## config.mk

```make
export PLATFORM = sky130hd
export DESIGN_NAME = lkidx_lookup_status
export DESIGN_NICKNAME = d
export VERILOG_FILES = /design/src/lkidx_pkg.sv /design/src/lkidx_fwd_ctrl.sv /design/src/lkidx_lookup_status.sv
export VERILOG_INCLUDE_DIRS = /design/src
export SDC_FILE = /design/constraint.sdc
export NUM_CORES = 1
export LEC_CHECK = 0
export CAP_MARGIN = 5
export CORE_MARGIN = 8
export CORE_UTILIZATION = 51
export DETAILED_ROUTE_END_ITERATION = 7
export DONT_BUFFER_PORTS = 1
export PLACE_DENSITY = 0.69
export SYNTH_ARGS = -nofsm -noshare
export SYNTH_HDL_FRONTEND = slang
export SYNTH_SLANG_ARGS = --single-unit
```

## constraint.sdc

```tcl
create_clock -name clk_sys -period 1.2 [get_ports clk_sys]
set_clock_uncertainty 0.05 [all_clocks]
set_input_delay 0.12 -clock clk_sys [delete_from_list [all_inputs] [get_ports clk_sys]]
set_output_delay 0.12 -clock clk_sys [all_outputs]
set_load 0.02 [all_outputs]
```

## src/lkidx_params.svh

```systemverilog
// offsets, field positions, reset values and limits of the lookup index and unknown-forward block
`ifndef LKIDX_PARAMS_SVH
`define LKIDX_PARAMS_SVH

// ----------------------------------------------------------------
// register byte offsets
// ----------------------------------------------------------------
`define LKIDX_AW              12
`define LKIDX_OFF_INT_STATUS  12'h314
`define LKIDX_OFF_INT_MASK    12'h315
`define LKIDX_OFF_IDX0        12'h316
`define LKIDX_OFF_IDX1        12'h318
`define LKIDX_OFF_IDX2        12'h31A
`define LKIDX_OFF_FWD_UC      12'h320
`define LKIDX_OFF_FWD_MC      12'h324
`define LKIDX_OFF_FWD_VID     12'h328

// ----------------------------------------------------------------
// field positions
// ----------------------------------------------------------------
`define LKIDX_FLAG_LEARN      2
`define LKIDX_FLAG_ALMOST     1
`define LKIDX_FLAG_WRFAIL     0
`define LKIDX_FWD_EN_BIT      7
`define LKIDX_FWD_P5_BIT      6

// ----------------------------------------------------------------
// reset values and bucket occupancy limits
// ----------------------------------------------------------------
`define LKIDX_MASK_RESET      3'h7
`define LKIDX_FLAG_RESET      3'h0
`define LKIDX_IDX_RESET       12'h000
`define LKIDX_ALMOST_LO       3'h2
`define LKIDX_ALMOST_HI       3'h3
`define LKIDX_BUCKET_FULL     3'h4

`endif

```

## src/lkidx_pkg.sv

```systemverilog
// types shared by the lookup index and unknown-forward block
`default_nettype none
package lkidx_pkg;

  // forwarding category picked for one packet
  typedef enum logic [1:0] {
    LKIDX_CAT_NONE = 2'b00,
    LKIDX_CAT_VID  = 2'b01,
    LKIDX_CAT_UC   = 2'b10,
    LKIDX_CAT_MC   = 2'b11
  } lkidx_cat_t;

  // destination ports 1..5 in bits 0..4
  typedef logic [4:0] lkidx_port_map_t;

endpackage : lkidx_pkg
`default_nettype wire

```

## src/lkidx_fwd_ctrl.sv

```systemverilog
// one unknown-forward control register: enable bit and five-port destination map
`default_nettype none
`include "lkidx_params.svh"
module lkidx_fwd_ctrl #(
  parameter logic [`LKIDX_AW-1:0] BASE = `LKIDX_OFF_FWD_UC
) (
  // clock and reset
  input  wire logic                    clk_sys,
  input  wire logic                    rst_n,
  // register write port
  input  wire logic                    reg_wr,
  input  wire logic [`LKIDX_AW-1:0]    reg_addr,
  input  wire logic [7:0]              reg_wdata,
  // control state
  output logic      [31:0]             ctrl_word,
  output logic                         fwd_en,
  output lkidx_pkg::lkidx_port_map_t   port_map
);
  import lkidx_pkg::*;

  // ----------------------------------------------------------------
  // byte writes, most significant byte at the base offset
  // ----------------------------------------------------------------
  always_ff @(posedge clk_sys) begin
    if (!rst_n) begin
      fwd_en <= 1'b0;
    end else if (reg_wr && reg_addr == BASE) begin
      fwd_en <= reg_wdata[`LKIDX_FWD_EN_BIT];
    end
  end

  always_ff @(posedge clk_sys) begin
    if (!rst_n) begin
      port_map <= 5'h00;
    end else if (reg_wr && reg_addr == BASE + 12'h003) begin
      // ports 1..4 from bits 3:0, port 5 from bit 6; bits 5:4 reserved
      port_map <= {reg_wdata[`LKIDX_FWD_P5_BIT], reg_wdata[3:0]};
    end
  end

  // reserved bits read as zero
  assign ctrl_word = {fwd_en, 24'h000000, port_map[4], 2'b00, port_map[3:0]};

endmodule : lkidx_fwd_ctrl
`default_nettype wire

```

## src/lkidx_lookup_status.sv

```systemverilog
// lookup table index capture, interrupt flags and unknown-packet forwarding controls
//
// Operation
// - successful static write into bucket holding two or three statics captures entry address
// - failed static write captures the target bucket address in index register zero
// - learn failure on a bucket of four statics captures that bucket address
// - every host read or write of the table captures the accessed bucket
// - one category per packet: unknown VLAN, then unicast, then multicast
// - unicast control bit 31 enables special forwarding of unknown unicast packets
// - unicast control bits 0-3 pick ports 1-4, bit 6 picks port 5
// - multicast control bit 31 enables special forwarding of unknown multicast packets
// - multicast control bits 0-3 pick ports 1-4, bit 6 picks port 5
// - VLAN control bit 31 enables special forwarding of unknown VLAN packets
// - VLAN control bits 0-3 pick ports 1-4, bit 6 picks port 5
// - each capture except host access sets its write-one-to-clear flag; all flags masked after reset
`default_nettype none
`include "lkidx_params.svh"
module lkidx_lookup_status (
  // clock and reset
  input  wire logic                    clk_sys,
  input  wire logic                    rst_n,
  // management register port, byte wide
  input  wire logic                    reg_wr,
  input  wire logic                    reg_rd,
  input  wire logic [`LKIDX_AW-1:0]    reg_addr,
  input  wire logic [7:0]              reg_wdata,
  output logic      [7:0]              reg_rdata,
  output logic                         reg_rvalid,
  // lookup engine events
  input  wire logic                    ev_static_wr_ok,
  input  wire logic [2:0]              ev_static_prior_cnt,
  input  wire logic [11:0]             ev_entry_addr,
  input  wire logic                    ev_static_wr_fail,
  input  wire logic [9:0]              ev_fail_bucket,
  input  wire logic                    ev_learn_fail,
  input  wire logic [2:0]              ev_learn_static_cnt,
  input  wire logic [9:0]              ev_learn_bucket,
  input  wire logic                    ev_host_access,
  input  wire logic [9:0]              ev_host_bucket,
  // packet classification
  input  wire logic                    pkt_valid,
  input  wire logic                    pkt_unknown_vid,
  input  wire logic                    pkt_unknown_uc,
  input  wire logic                    pkt_unknown_mc,
  // forwarding decision
  output logic                         fwd_valid,
  output logic                         fwd_special,
  output lkidx_pkg::lkidx_port_map_t   fwd_port_map,
  output lkidx_pkg::lkidx_cat_t        fwd_category,
  // unmasked flag summary
  output logic                         lue_int
);
  import lkidx_pkg::*;

  // ----------------------------------------------------------------
  // event qualification
  // ----------------------------------------------------------------
  logic        almost_full_hit;
  logic        learn_fail_hit;
  logic [11:0] idx0;
  logic [9:0]  idx1;
  logic [9:0]  idx2;
  logic [2:0]  int_flags;
  logic [2:0]  int_mask;
  logic [2:0]  flag_set;
  logic [2:0]  flag_clr;

  assign almost_full_hit = ev_static_wr_ok &&
                           (ev_static_prior_cnt == `LKIDX_ALMOST_LO ||
                            ev_static_prior_cnt == `LKIDX_ALMOST_HI);
  assign learn_fail_hit  = ev_learn_fail &&
                           ev_learn_static_cnt == `LKIDX_BUCKET_FULL;

  // ----------------------------------------------------------------
  // index captures
  // ----------------------------------------------------------------
  // almost-full and write-fail share one field; both come from the same
  // write so they never coincide, but a failure wins if they do
  always_ff @(posedge clk_sys) begin
    if (!rst_n) begin
      idx0 <= `LKIDX_IDX_RESET;
    end else if (ev_static_wr_fail) begin
      idx0 <= {2'b00, ev_fail_bucket};
    end else if (almost_full_hit) begin
      idx0 <= ev_entry_addr;
    end
  end

  always_ff @(posedge clk_sys) begin
    if (!rst_n) begin
      idx1 <= 10'h000;
    end else if (learn_fail_hit) begin
      idx1 <= ev_learn_bucket;
    end
  end

  always_ff @(posedge clk_sys) begin
    if (!rst_n) begin
      idx2 <= 10'h000;
    end else if (ev_host_access) begin
      idx2 <= ev_host_bucket;
    end
  end

  // ----------------------------------------------------------------
  // status flags and mask
  // ----------------------------------------------------------------
  always_comb begin
    flag_set                     = 3'h0;
    flag_set[`LKIDX_FLAG_LEARN]  = learn_fail_hit;
    flag_set[`LKIDX_FLAG_ALMOST] = almost_full_hit;
    flag_set[`LKIDX_FLAG_WRFAIL] = ev_static_wr_fail;
  end

  assign flag_clr = (reg_wr && reg_addr == `LKIDX_OFF_INT_STATUS) ? reg_wdata[2:0] : 3'h0;

  // a new event in the clearing cycle survives the clear
  always_ff @(posedge clk_sys) begin
    if (!rst_n) begin
      int_flags <= `LKIDX_FLAG_RESET;
    end else begin
      int_flags <= (int_flags & ~flag_clr) | flag_set;
    end
  end

  always_ff @(posedge clk_sys) begin
    if (!rst_n) begin
      int_mask <= `LKIDX_MASK_RESET;
    end else if (reg_wr && reg_addr == `LKIDX_OFF_INT_MASK) begin
      int_mask <= reg_wdata[2:0];
    end
  end

  // mask bit set means that flag is kept off the summary
  assign lue_int = |(int_flags & ~int_mask);

  // ----------------------------------------------------------------
  // forwarding controls: 0 unicast, 1 multicast, 2 unknown VLAN
  // ----------------------------------------------------------------
  logic [31:0]     fwd_word [3];
  logic            fwd_en   [3];
  lkidx_port_map_t fwd_map  [3];

  for (genvar g = 0; g < 3; g++) begin : g_fwd
    localparam logic [`LKIDX_AW-1:0] BASE = (g == 0) ? `LKIDX_OFF_FWD_UC :
                                            (g == 1) ? `LKIDX_OFF_FWD_MC :
                                                       `LKIDX_OFF_FWD_VID;
    lkidx_fwd_ctrl #(
      .BASE (BASE)
    ) u_ctrl (
      .clk_sys   (clk_sys),
      .rst_n     (rst_n),
      .reg_wr    (reg_wr),
      .reg_addr  (reg_addr),
      .reg_wdata (reg_wdata),
      .ctrl_word (fwd_word[g]),
      .fwd_en    (fwd_en[g]),
      .port_map  (fwd_map[g])
    );
  end

  // ----------------------------------------------------------------
  // category resolution
  // ----------------------------------------------------------------
  lkidx_cat_t      next_category;
  logic            next_special;
  lkidx_port_map_t next_map;

  // the category is fixed before its enable is looked at: a disabled
  // winner never falls through to a lower category
  always_comb begin
    if (pkt_unknown_vid) begin
      next_category = LKIDX_CAT_VID;
    end else if (pkt_unknown_uc) begin
      next_category = LKIDX_CAT_UC;
    end else if (pkt_unknown_mc) begin
      next_category = LKIDX_CAT_MC;
    end else begin
      next_category = LKIDX_CAT_NONE;
    end
  end

  always_comb begin
    case (next_category)
      LKIDX_CAT_VID: begin
        next_special = fwd_en[2];
        next_map     = fwd_map[2];
      end
      LKIDX_CAT_UC: begin
        next_special = fwd_en[0];
        next_map     = fwd_map[0];
      end
      LKIDX_CAT_MC: begin
        next_special = fwd_en[1];
        next_map     = fwd_map[1];
      end
      default: begin
        next_special = 1'b0;
        next_map     = 5'h00;
      end
    endcase
  end

  always_ff @(posedge clk_sys) begin
    if (!rst_n) begin
      fwd_valid    <= 1'b0;
      fwd_special  <= 1'b0;
      fwd_port_map <= 5'h00;
      fwd_category <= LKIDX_CAT_NONE;
    end else begin
      fwd_valid    <= pkt_valid;
      fwd_special  <= pkt_valid && next_special;
      fwd_port_map <= (pkt_valid && next_special) ? next_map : 5'h00;
      fwd_category <= pkt_valid ? next_category : LKIDX_CAT_NONE;
    end
  end

  // ----------------------------------------------------------------
  // register read, one cycle latency, big-endian byte order
  // ----------------------------------------------------------------
  logic [7:0] next_rdata;

  always_comb begin
    case (reg_addr)
      `LKIDX_OFF_INT_STATUS:     next_rdata = {5'h00, int_flags};
      `LKIDX_OFF_INT_MASK:       next_rdata = {5'h00, int_mask};
      `LKIDX_OFF_IDX0:           next_rdata = {4'h0, idx0[11:8]};
      `LKIDX_OFF_IDX0 + 12'h001: next_rdata = idx0[7:0];
      `LKIDX_OFF_IDX1:           next_rdata = {6'h00, idx1[9:8]};
      `LKIDX_OFF_IDX1 + 12'h001: next_rdata = idx1[7:0];
      `LKIDX_OFF_IDX2:           next_rdata = {6'h00, idx2[9:8]};
      `LKIDX_OFF_IDX2 + 12'h001: next_rdata = idx2[7:0];
      `LKIDX_OFF_FWD_UC:         next_rdata = fwd_word[0][31:24];
      `LKIDX_OFF_FWD_UC + 12'h001: next_rdata = fwd_word[0][23:16];
      `LKIDX_OFF_FWD_UC + 12'h002: next_rdata = fwd_word[0][15:8];
      `LKIDX_OFF_FWD_UC + 12'h003: next_rdata = fwd_word[0][7:0];
      `LKIDX_OFF_FWD_MC:         next_rdata = fwd_word[1][31:24];
      `LKIDX_OFF_FWD_MC + 12'h001: next_rdata = fwd_word[1][23:16];
      `LKIDX_OFF_FWD_MC + 12'h002: next_rdata = fwd_word[1][15:8];
      `LKIDX_OFF_FWD_MC + 12'h003: next_rdata = fwd_word[1][7:0];
      `LKIDX_OFF_FWD_VID:        next_rdata = fwd_word[2][31:24];
      `LKIDX_OFF_FWD_VID + 12'h001: next_rdata = fwd_word[2][23:16];
      `LKIDX_OFF_FWD_VID + 12'h002: next_rdata = fwd_word[2][15:8];
      `LKIDX_OFF_FWD_VID + 12'h003: next_rdata = fwd_word[2][7:0];
      // unmapped bytes read as zero
      default:                   next_rdata = 8'h00;
    endcase
  end

  always_ff @(posedge clk_sys) begin
    if (!rst_n) begin
      reg_rdata  <= 8'h00;
      reg_rvalid <= 1'b0;
    end else begin
      reg_rvalid <= reg_rd;
      if (reg_rd) begin
        reg_rdata <= next_rdata;
      end
    end
  end

endmodule : lkidx_lookup_status
`default_nettype wire

```

; ---- Word-level counts from Yosys, hierarchy flattened
; Cells that the tools add are included.
[totals]
latch_bits = 0
rom_bits = 0
ff_bits = 74
mem_count = 0
out_inout_bits = 19
elab_cells = 70
ramBits = 0
[op_classes]
add_sub_neg = 0
n_eq_ne = 20
multipliers = 0
n_div = 0
n_reduce_logical = 17
n_bitwise = 6
magnitude_cmp = 0
muxes = 9
shift = 0
[op_table]
columns = cell, n
row1 = "equality test 12 x 10 -> 1 bit, second input constant", 14
row2 = one-hot mux 8 bit (14 select lines), 1
row3 = 2-to-1 mux 10 bit, 2
row4 = one-hot mux 5 bit (3 select lines), 1
row5 = logical AND 1 bit, 11
row6 = bitwise AND 3 bit, 2
row7 = "equality test 3 x 2 -> 1 bit, second input constant", 2
row8 = 2-to-1 mux 2 bit, 3
row9 = NOT 3 bit, 2
row10 = "equality test 2 bit, second input constant", 2
row11 = AND reduction 2 bit, 2
row12 = "equality test 3 bit, second input constant", 1
row13 = 2-to-1 mux 3 bit, 1
row14 = OR 3 bit, 1
row15 = one-hot mux 1 bit (3 select lines), 1
row16 = OR reduction 3 bit, 1
row17 = "equality test 2 x 1 -> 1 bit, second input constant", 1
row18 = nonzero test 2 bit, 1
row19 = OR reduction 2 bit, 1
row20 = logical OR 1 bit, 1
row21 = NOT 1 bit, 1

; ---- Logic depth before layout (Yosys ltp)
[logic_depth]
word_depth = 7
mapped_depth = 7
mapped_depth_nobuf = 5

; ---- Modules after synthesis
; From an unflattened synthesis, not the netlist that was laid out.
[hier_totals]
hier_cells = 632
area_unflattened_um2 = 5223.8
[by_module_without_submodules]
columns = mod, seq_area_each_um2, cells_each, area_each_um2, instances
row1 = lkidx_lookup_status, 1121.1, 437, 3595.9, 1
row2 = lkidx_fwd_ctrl (g_fwd[1].u_ctrl ...), 120.1, 65, 543.0, 2
row3 = lkidx_fwd_ctrl (g_fwd[0].u_ctrl), 120.1, 65, 541.8, 1

; ---- Worst setup path after synthesis
; Ideal clock, no wire load.
[synth_timing]
path_kind = input-to-reg
startpoint = in reg_addr[0]
endpoint = reg g_fwd[1].u_ctrl.port_map[0]
setup_time_ps = 124
slack_ps = -130
path_stages = 7
arrival_time_ps = 1156
path_cell_list = buf_4 -> and4b_1 -> buf_6 -> nand4_4 -> clkbuf_2 -> o21ai_0 -> a21boi_0
[synth_between]
elab_chain_cells = 2
[synth_lines]
columns = item, line_no
row1 = from (decl), lkidx_lookup_status.sv:25  ; input wire logic [`LKIDX_AW-1:0] reg_addr,
row2 = equality test 12 x 10 -> 1 bit, lkidx_fwd_ctrl.sv:35  ; end else if (reg_wr && reg_addr == BASE + 12'h003) begin
row3 = logical AND 1 bit, lkidx_fwd_ctrl.sv:35
row4 = to (signal assigned), lkidx_fwd_ctrl.sv:37  ; port_map <= {reg_wdata[`LKIDX_FWD_P5_BIT], reg_wdata[3:0]};
row5 = to (decl), lkidx_fwd_ctrl.sv:17  ; output lkidx_pkg::lkidx_port_map_t port_map
; No other way between the ends.
; A chain may end at the register's enable or synchronous reset.

; ---- Final worst setup path
[layout_timing]
startpoint = reg idx1[3]
endpoint = reg reg_rdata[3]
[layout_between]
elab_chain_cells = 1
[layout_lines]
columns = item, line_no
row1 = from (decl), lkidx_lookup_status.sv:61  ; logic [9:0] idx1;
row2 = from (signal assigned), lkidx_lookup_status.sv:93  ; idx1 <= ev_learn_bucket;
row3 = one-hot mux 8 bit (14 select lines), lkidx_lookup_status.sv:224  ; case (reg_addr)
row4 = to (signal assigned), lkidx_lookup_status.sv:257  ; reg_rdata <= next_rdata;
row5 = to (decl), lkidx_lookup_status.sv:27  ; output logic [7:0] reg_rdata,
; No other way between the ends.

==> report_table.html <==
<table>
<tr><th>Metric</th><th>Value</th></tr>
<tr><th colspan="2">Run status</th></tr>
<tr><td>Run status</td><td>finished with violations</td></tr>
<tr><td>Violated checks</td><td>negative hold slack, negative setup slack</td></tr>
<tr><th colspan="2">STA</th></tr>
<tr><td>Number of hold violations in the final report</td><td>1</td></tr>
<tr><td>Final period demand of the worst path</td><td>1295 ps</td></tr>
<tr><td>Hold slack final</td><td>-99.62 ps</td></tr>
<tr><td>FMAX</td><td>approximately 770 MHz</td></tr>
<tr><td>PnR worst setup slack</td><td>-95.04 ps</td></tr>
<tr><td>Final period utilization</td><td>107.9%</td></tr>
<tr><td>Setup repair after global routing missed its margin</td><td>yes</td></tr>
<tr><td>Fin. max-slew vios</td><td>0</td></tr>
<tr><td>Final Setup Violations</td><td>5</td></tr>
<tr><td>Slew at the pin closest to its max-slew limit</td><td>541.7 ps</td></tr>
<tr><td>Worst slew margin relative to its limit</td><td>63.88%</td></tr>
<tr><th colspan="2">Cells and area</th></tr>
<tr><td>Number of standard cells in the final layout excluding fillers</td><td>609</td></tr>
<tr><td>Fraction of layout instances using a drive strength above 1</td><td>between 20 and 25%</td></tr>
<tr><td>Area growth, synth to finish</td><td>36.01%</td></tr>
<tr><td>Count of antenna diodes in the layout</td><td>0</td></tr>
<tr><td>Final Util</td><td>70.13%</td></tr>
<tr><td>Commonest non-fill, non-tap cells in the layout</td><td>nand2_1 (60), dfxtp_1 (60), dlygate4sd3_1 (59)</td></tr>
<tr><td>Filler Cell Count</td><td>around 550</td></tr>
<tr><td>Total Nets Final</td><td>586</td></tr>
<tr><th colspan="2">Detailed routing</th></tr>
<tr><td>DRT antenna net count</td><td>0</td></tr>
<tr><td>Routed WL per cell</td><td>19.41 µm</td></tr>
<tr><td>Vias per cell</td><td>5.859</td></tr>
<tr><td>Total wire length</td><td>11.82 mm</td></tr>
<tr><td>DRC Markers</td><td>0</td></tr>
<tr><td>Count of vias placed by the detailed router</td><td>between 3000 and 4000</td></tr>
<tr><td>Starting DRT DRC Count</td><td>between 300 and 400</td></tr>
<tr><td>Initial DRT Pass Iterations</td><td>5</td></tr>
<tr><th colspan="2">Setup path</th></tr>
<tr><td>WP buf/inv</td><td>0</td></tr>
<tr><td>Critical register-to-register path endpoint</td><td>reg_rdata[3]</td></tr>
<tr><td>Critical path origin</td><td>idx1[3]</td></tr>
<tr><td>Library cell contributing the largest single delay on the critical path</td><td>dfxtp_2</td></tr>
<tr><td>Ordered list of cells on the worst path</td><td>mux2i_2 &gt; o32ai_2 &gt; a22oi_2 &gt; o22ai_1 &gt; and2_1</td></tr>
<tr><td>FF-to-FF path depth</td><td>5</td></tr>
<tr><td>Crit path launch type</td><td>flop</td></tr>
<tr><td>Startpoint-to-endpoint class of the critical path</td><td>flop to flop</td></tr>
<tr><td>Arrival time at the worst endpoint</td><td>1490 ps</td></tr>
<tr><td>End point of the critical path</td><td>reg_rdata[3]</td></tr>
<tr><td>Longest individual stage delay on the worst path</td><td>330 ps</td></tr>
<tr><td>Reg2reg setup slack</td><td>-100 ps</td></tr>
<tr><td>Cell type group with the largest total delay on the critical path</td><td>compound AO/OA/AOI/OAI gates</td></tr>
<tr><td>Worst path required time</td><td>around 1400 ps</td></tr>
<tr><td>Worst reg2reg path startpoint</td><td>idx1[3]</td></tr>
<tr><td>Sort of element at the end of the critical path</td><td>flop</td></tr>
<tr><td>Crit Path Max Fanout</td><td>2</td></tr>
<tr><td>Count of cell instances traversed by the critical path</td><td>5</td></tr>
<tr><th colspan="2">Logic synthesis</th></tr>
<tr><td>Most used DFF post-synth</td><td>dfxtp_1</td></tr>
<tr><td>Synthesis warning total</td><td>0</td></tr>
<tr><td>Synthesized netlist net count</td><td>496</td></tr>
<tr><td>Async set-reset flop share out of synthesis</td><td>0%</td></tr>
<tr><td>Mean instance size in the synthesized netlist</td><td>8.846 µm²</td></tr>
<tr><td>Number of enable flip-flop cells after synthesis</td><td>0</td></tr>
<tr><td>Netlist area before placement</td><td>3680 µm²</td></tr>
<tr><td>Syn Inst Count</td><td>416</td></tr>
<tr><td>Yosys reg bits</td><td>74</td></tr>
<tr><td>Sequential fraction of the synthesis area</td><td>40.26%</td></tr>
<tr><td>Count of distinct cell types in the synthesized netlist</td><td>46</td></tr>
<tr><th colspan="2">Min path</th></tr>
<tr><td>Tightest Hold Check Type</td><td>input port to flop</td></tr>
<tr><td>Hold path start</td><td>ev_host_bucket[5]</td></tr>
<tr><td>Cell depth of the worst min-delay path</td><td>2</td></tr>
<tr><th colspan="2">Floorplanning</th></tr>
<tr><td>Ports</td><td>99</td></tr>
<tr><td>Number of placement rows</td><td>31</td></tr>
<tr><td>Die span in y</td><td>100.9 µm</td></tr>
<tr><td>Total Die Area</td><td>10190 µm²</td></tr>
<tr><td>Core area</td><td>approximately 7100 µm²</td></tr>
<tr><td>Initial core utilization</td><td>51.56%</td></tr>
<tr><td>Chip Width</td><td>100.9 µm</td></tr>
<tr><th colspan="2">Global routing</th></tr>
<tr><td>Initial antenna violation count</td><td>0</td></tr>
<tr><td>Number of global-route vias before repair</td><td>3663</td></tr>
<tr><td>First-pass GRT wire length</td><td>18.64 mm</td></tr>
<tr><td>Maximum number of pins on one net before global-route repair</td><td>57</td></tr>
<tr><td>Remaining global-route overflow</td><td>0</td></tr>
<tr><td>Aggregate global-route resource usage</td><td>23.46%</td></tr>
<tr><th colspan="2">Clock network</th></tr>
<tr><td>CTS max path bufs</td><td>2</td></tr>
<tr><td>Clock tree from TritonCTS</td><td>done</td></tr>
<tr><td>Clock transition at the registers of the reported paths</td><td>approximately 80 ps</td></tr>
<tr><td>Clock tree root buffer cell</td><td>clkbuf_8</td></tr>
<tr><td>Number of sinks handled by clock tree synthesis</td><td>74</td></tr>
<tr><td># H-tree levels</td><td>3</td></tr>
<tr><td>Total CTS buffers</td><td>9</td></tr>
<tr><td>Clock insertion delay at the later pin of the skew report</td><td>350 ps</td></tr>
<tr><th colspan="2">Place</th></tr>
<tr><td>Half-perimeter wire length after placement</td><td>roughly 7.5 mm</td></tr>
<tr><td>Number of buffer cells added on primary ports</td><td>0</td></tr>
<tr><td>Placed instance count</td><td>approximately 530</td></tr>
<tr><td>RD Place Congestion</td><td>0.8970</td></tr>
<tr><th colspan="2">Power and ir drop</th></tr>
<tr><td>PD cells</td><td>between 1000 and 1500 nW/µm²</td></tr>
<tr><td>Static leakage power</td><td>between 2 and 2.5 nW</td></tr>
<tr><td>Worst vdd rail ir drop</td><td>1.324 mV</td></tr>
<tr><th colspan="2">Flow run</th></tr>
<tr><td>Maximum Capacitance Violations</td><td>0</td></tr>
</table>
## Yosys cell counts (all sizes together) (2+ instances only)
master	n	area, µm²
and3	4	25.02
o21a	2	15.01
nand2b	8	50.05
inv	14	52.55
nor3	10	61.31
o211a	11	110.1
nand3	9	50.05
nand4	4	40.04
a22oi	8	60.06
o22ai	8	50.05
nor2b	21	131.4
nor2	16	91.34
mux2i	45	450.4
o2bb2ai	7	61.31
buf	11	78.82
o21ai	18	90.09
clkbuf	18	68.81
a21oi	17	85.08
nand3b	2	15.01
and2	5	31.28
dfxtp	74	1481
nand4b	2	17.52
o32ai	2	17.52
a31oi	3	18.77
a21boi	25	187.7
nand2	61	229.0
## metal layers
metal	wire, µm	track usage, %
met1	4727	27.73
met4	370	11.91
met5	0	0
met2	5840	38.46
met3	883	5.870
## through the flow
step | instance area, µm² | worst slack, ps | power, mW | setup TNS, ps
2_1_floorplan | 3744 | -72.98 | 2.961 | -1128
3_3_place_gp | 4004 | -123.8 | 2.972 | -2304
3_5_place_dp | 4004 | -153.6 | 2.980 | -3322
4_1_cts | 4950 | -112.6 | 5.538 | -423.7
5_1_grt | 5005 | -152.2 | 5.740 | -671.3
6_report | 5005 | -95.04 | 5.561 | -393.4
## repair_timing
action / in CTS / in global routing
hold buffers: 62 / 8
endpoints found under the setup margin: 7 / 20
gates resized for setup: 18 / 19
pin swaps: 13 / 8
endpoints found under the hold margin: 74 / 9
buffers inserted: 2 / 1
## sequential cells by signal (all words and copies together), names as in the netlist
signal                 count
idx0                      12
idx1                      10
idx2                      10
fwd_port_map               5
fwd_valid                  1
reg_rdata                  8
fwd_category               2
reg_rvalid                 1
g_fwd.u_ctrl.port_map     15
fwd_special                1
int_flags                  3
int_mask                   3
g_fwd.u_ctrl.fwd_en        3
## how the worst min path moves through the flow
stage / endpoint
after floorplan: int_flags[1]
after global placement: int_mask[0]
after detailed placement: int_mask[0]
after CTS: int_flags[0]
after global routing: int_flags[0]
final: idx2[5]
## logic make-up after synthesis
group           after synthesis  synth area share, %
simple gates                148                21.83
compound gates              105                19.93
flops                        74                40.26
mux                          46                12.55
buf+inv                      43                5.440
## layout make-up
type	count	area (µm²)	share of cell area (%)
sequential	74	1499	29.95
multi-input combinational	299	2108	42.12
tap	99	123.9	2.475
clock buffer	10	137.6	2.750
inverter	14	52.55	1.050
clock inverter	5	102.6	2.050
timing repair buffer	108	980.9	19.60
## report_power, final
group	switching [mW]	leakage [nW]	internal [mW]
clock network	0.935	0.118	1.42
registers	0.0480	0.608	2.52
logic	0.286	1.30	0.349
total	1.27	2.03	4.29
Power figures use the tool's default switching activity.
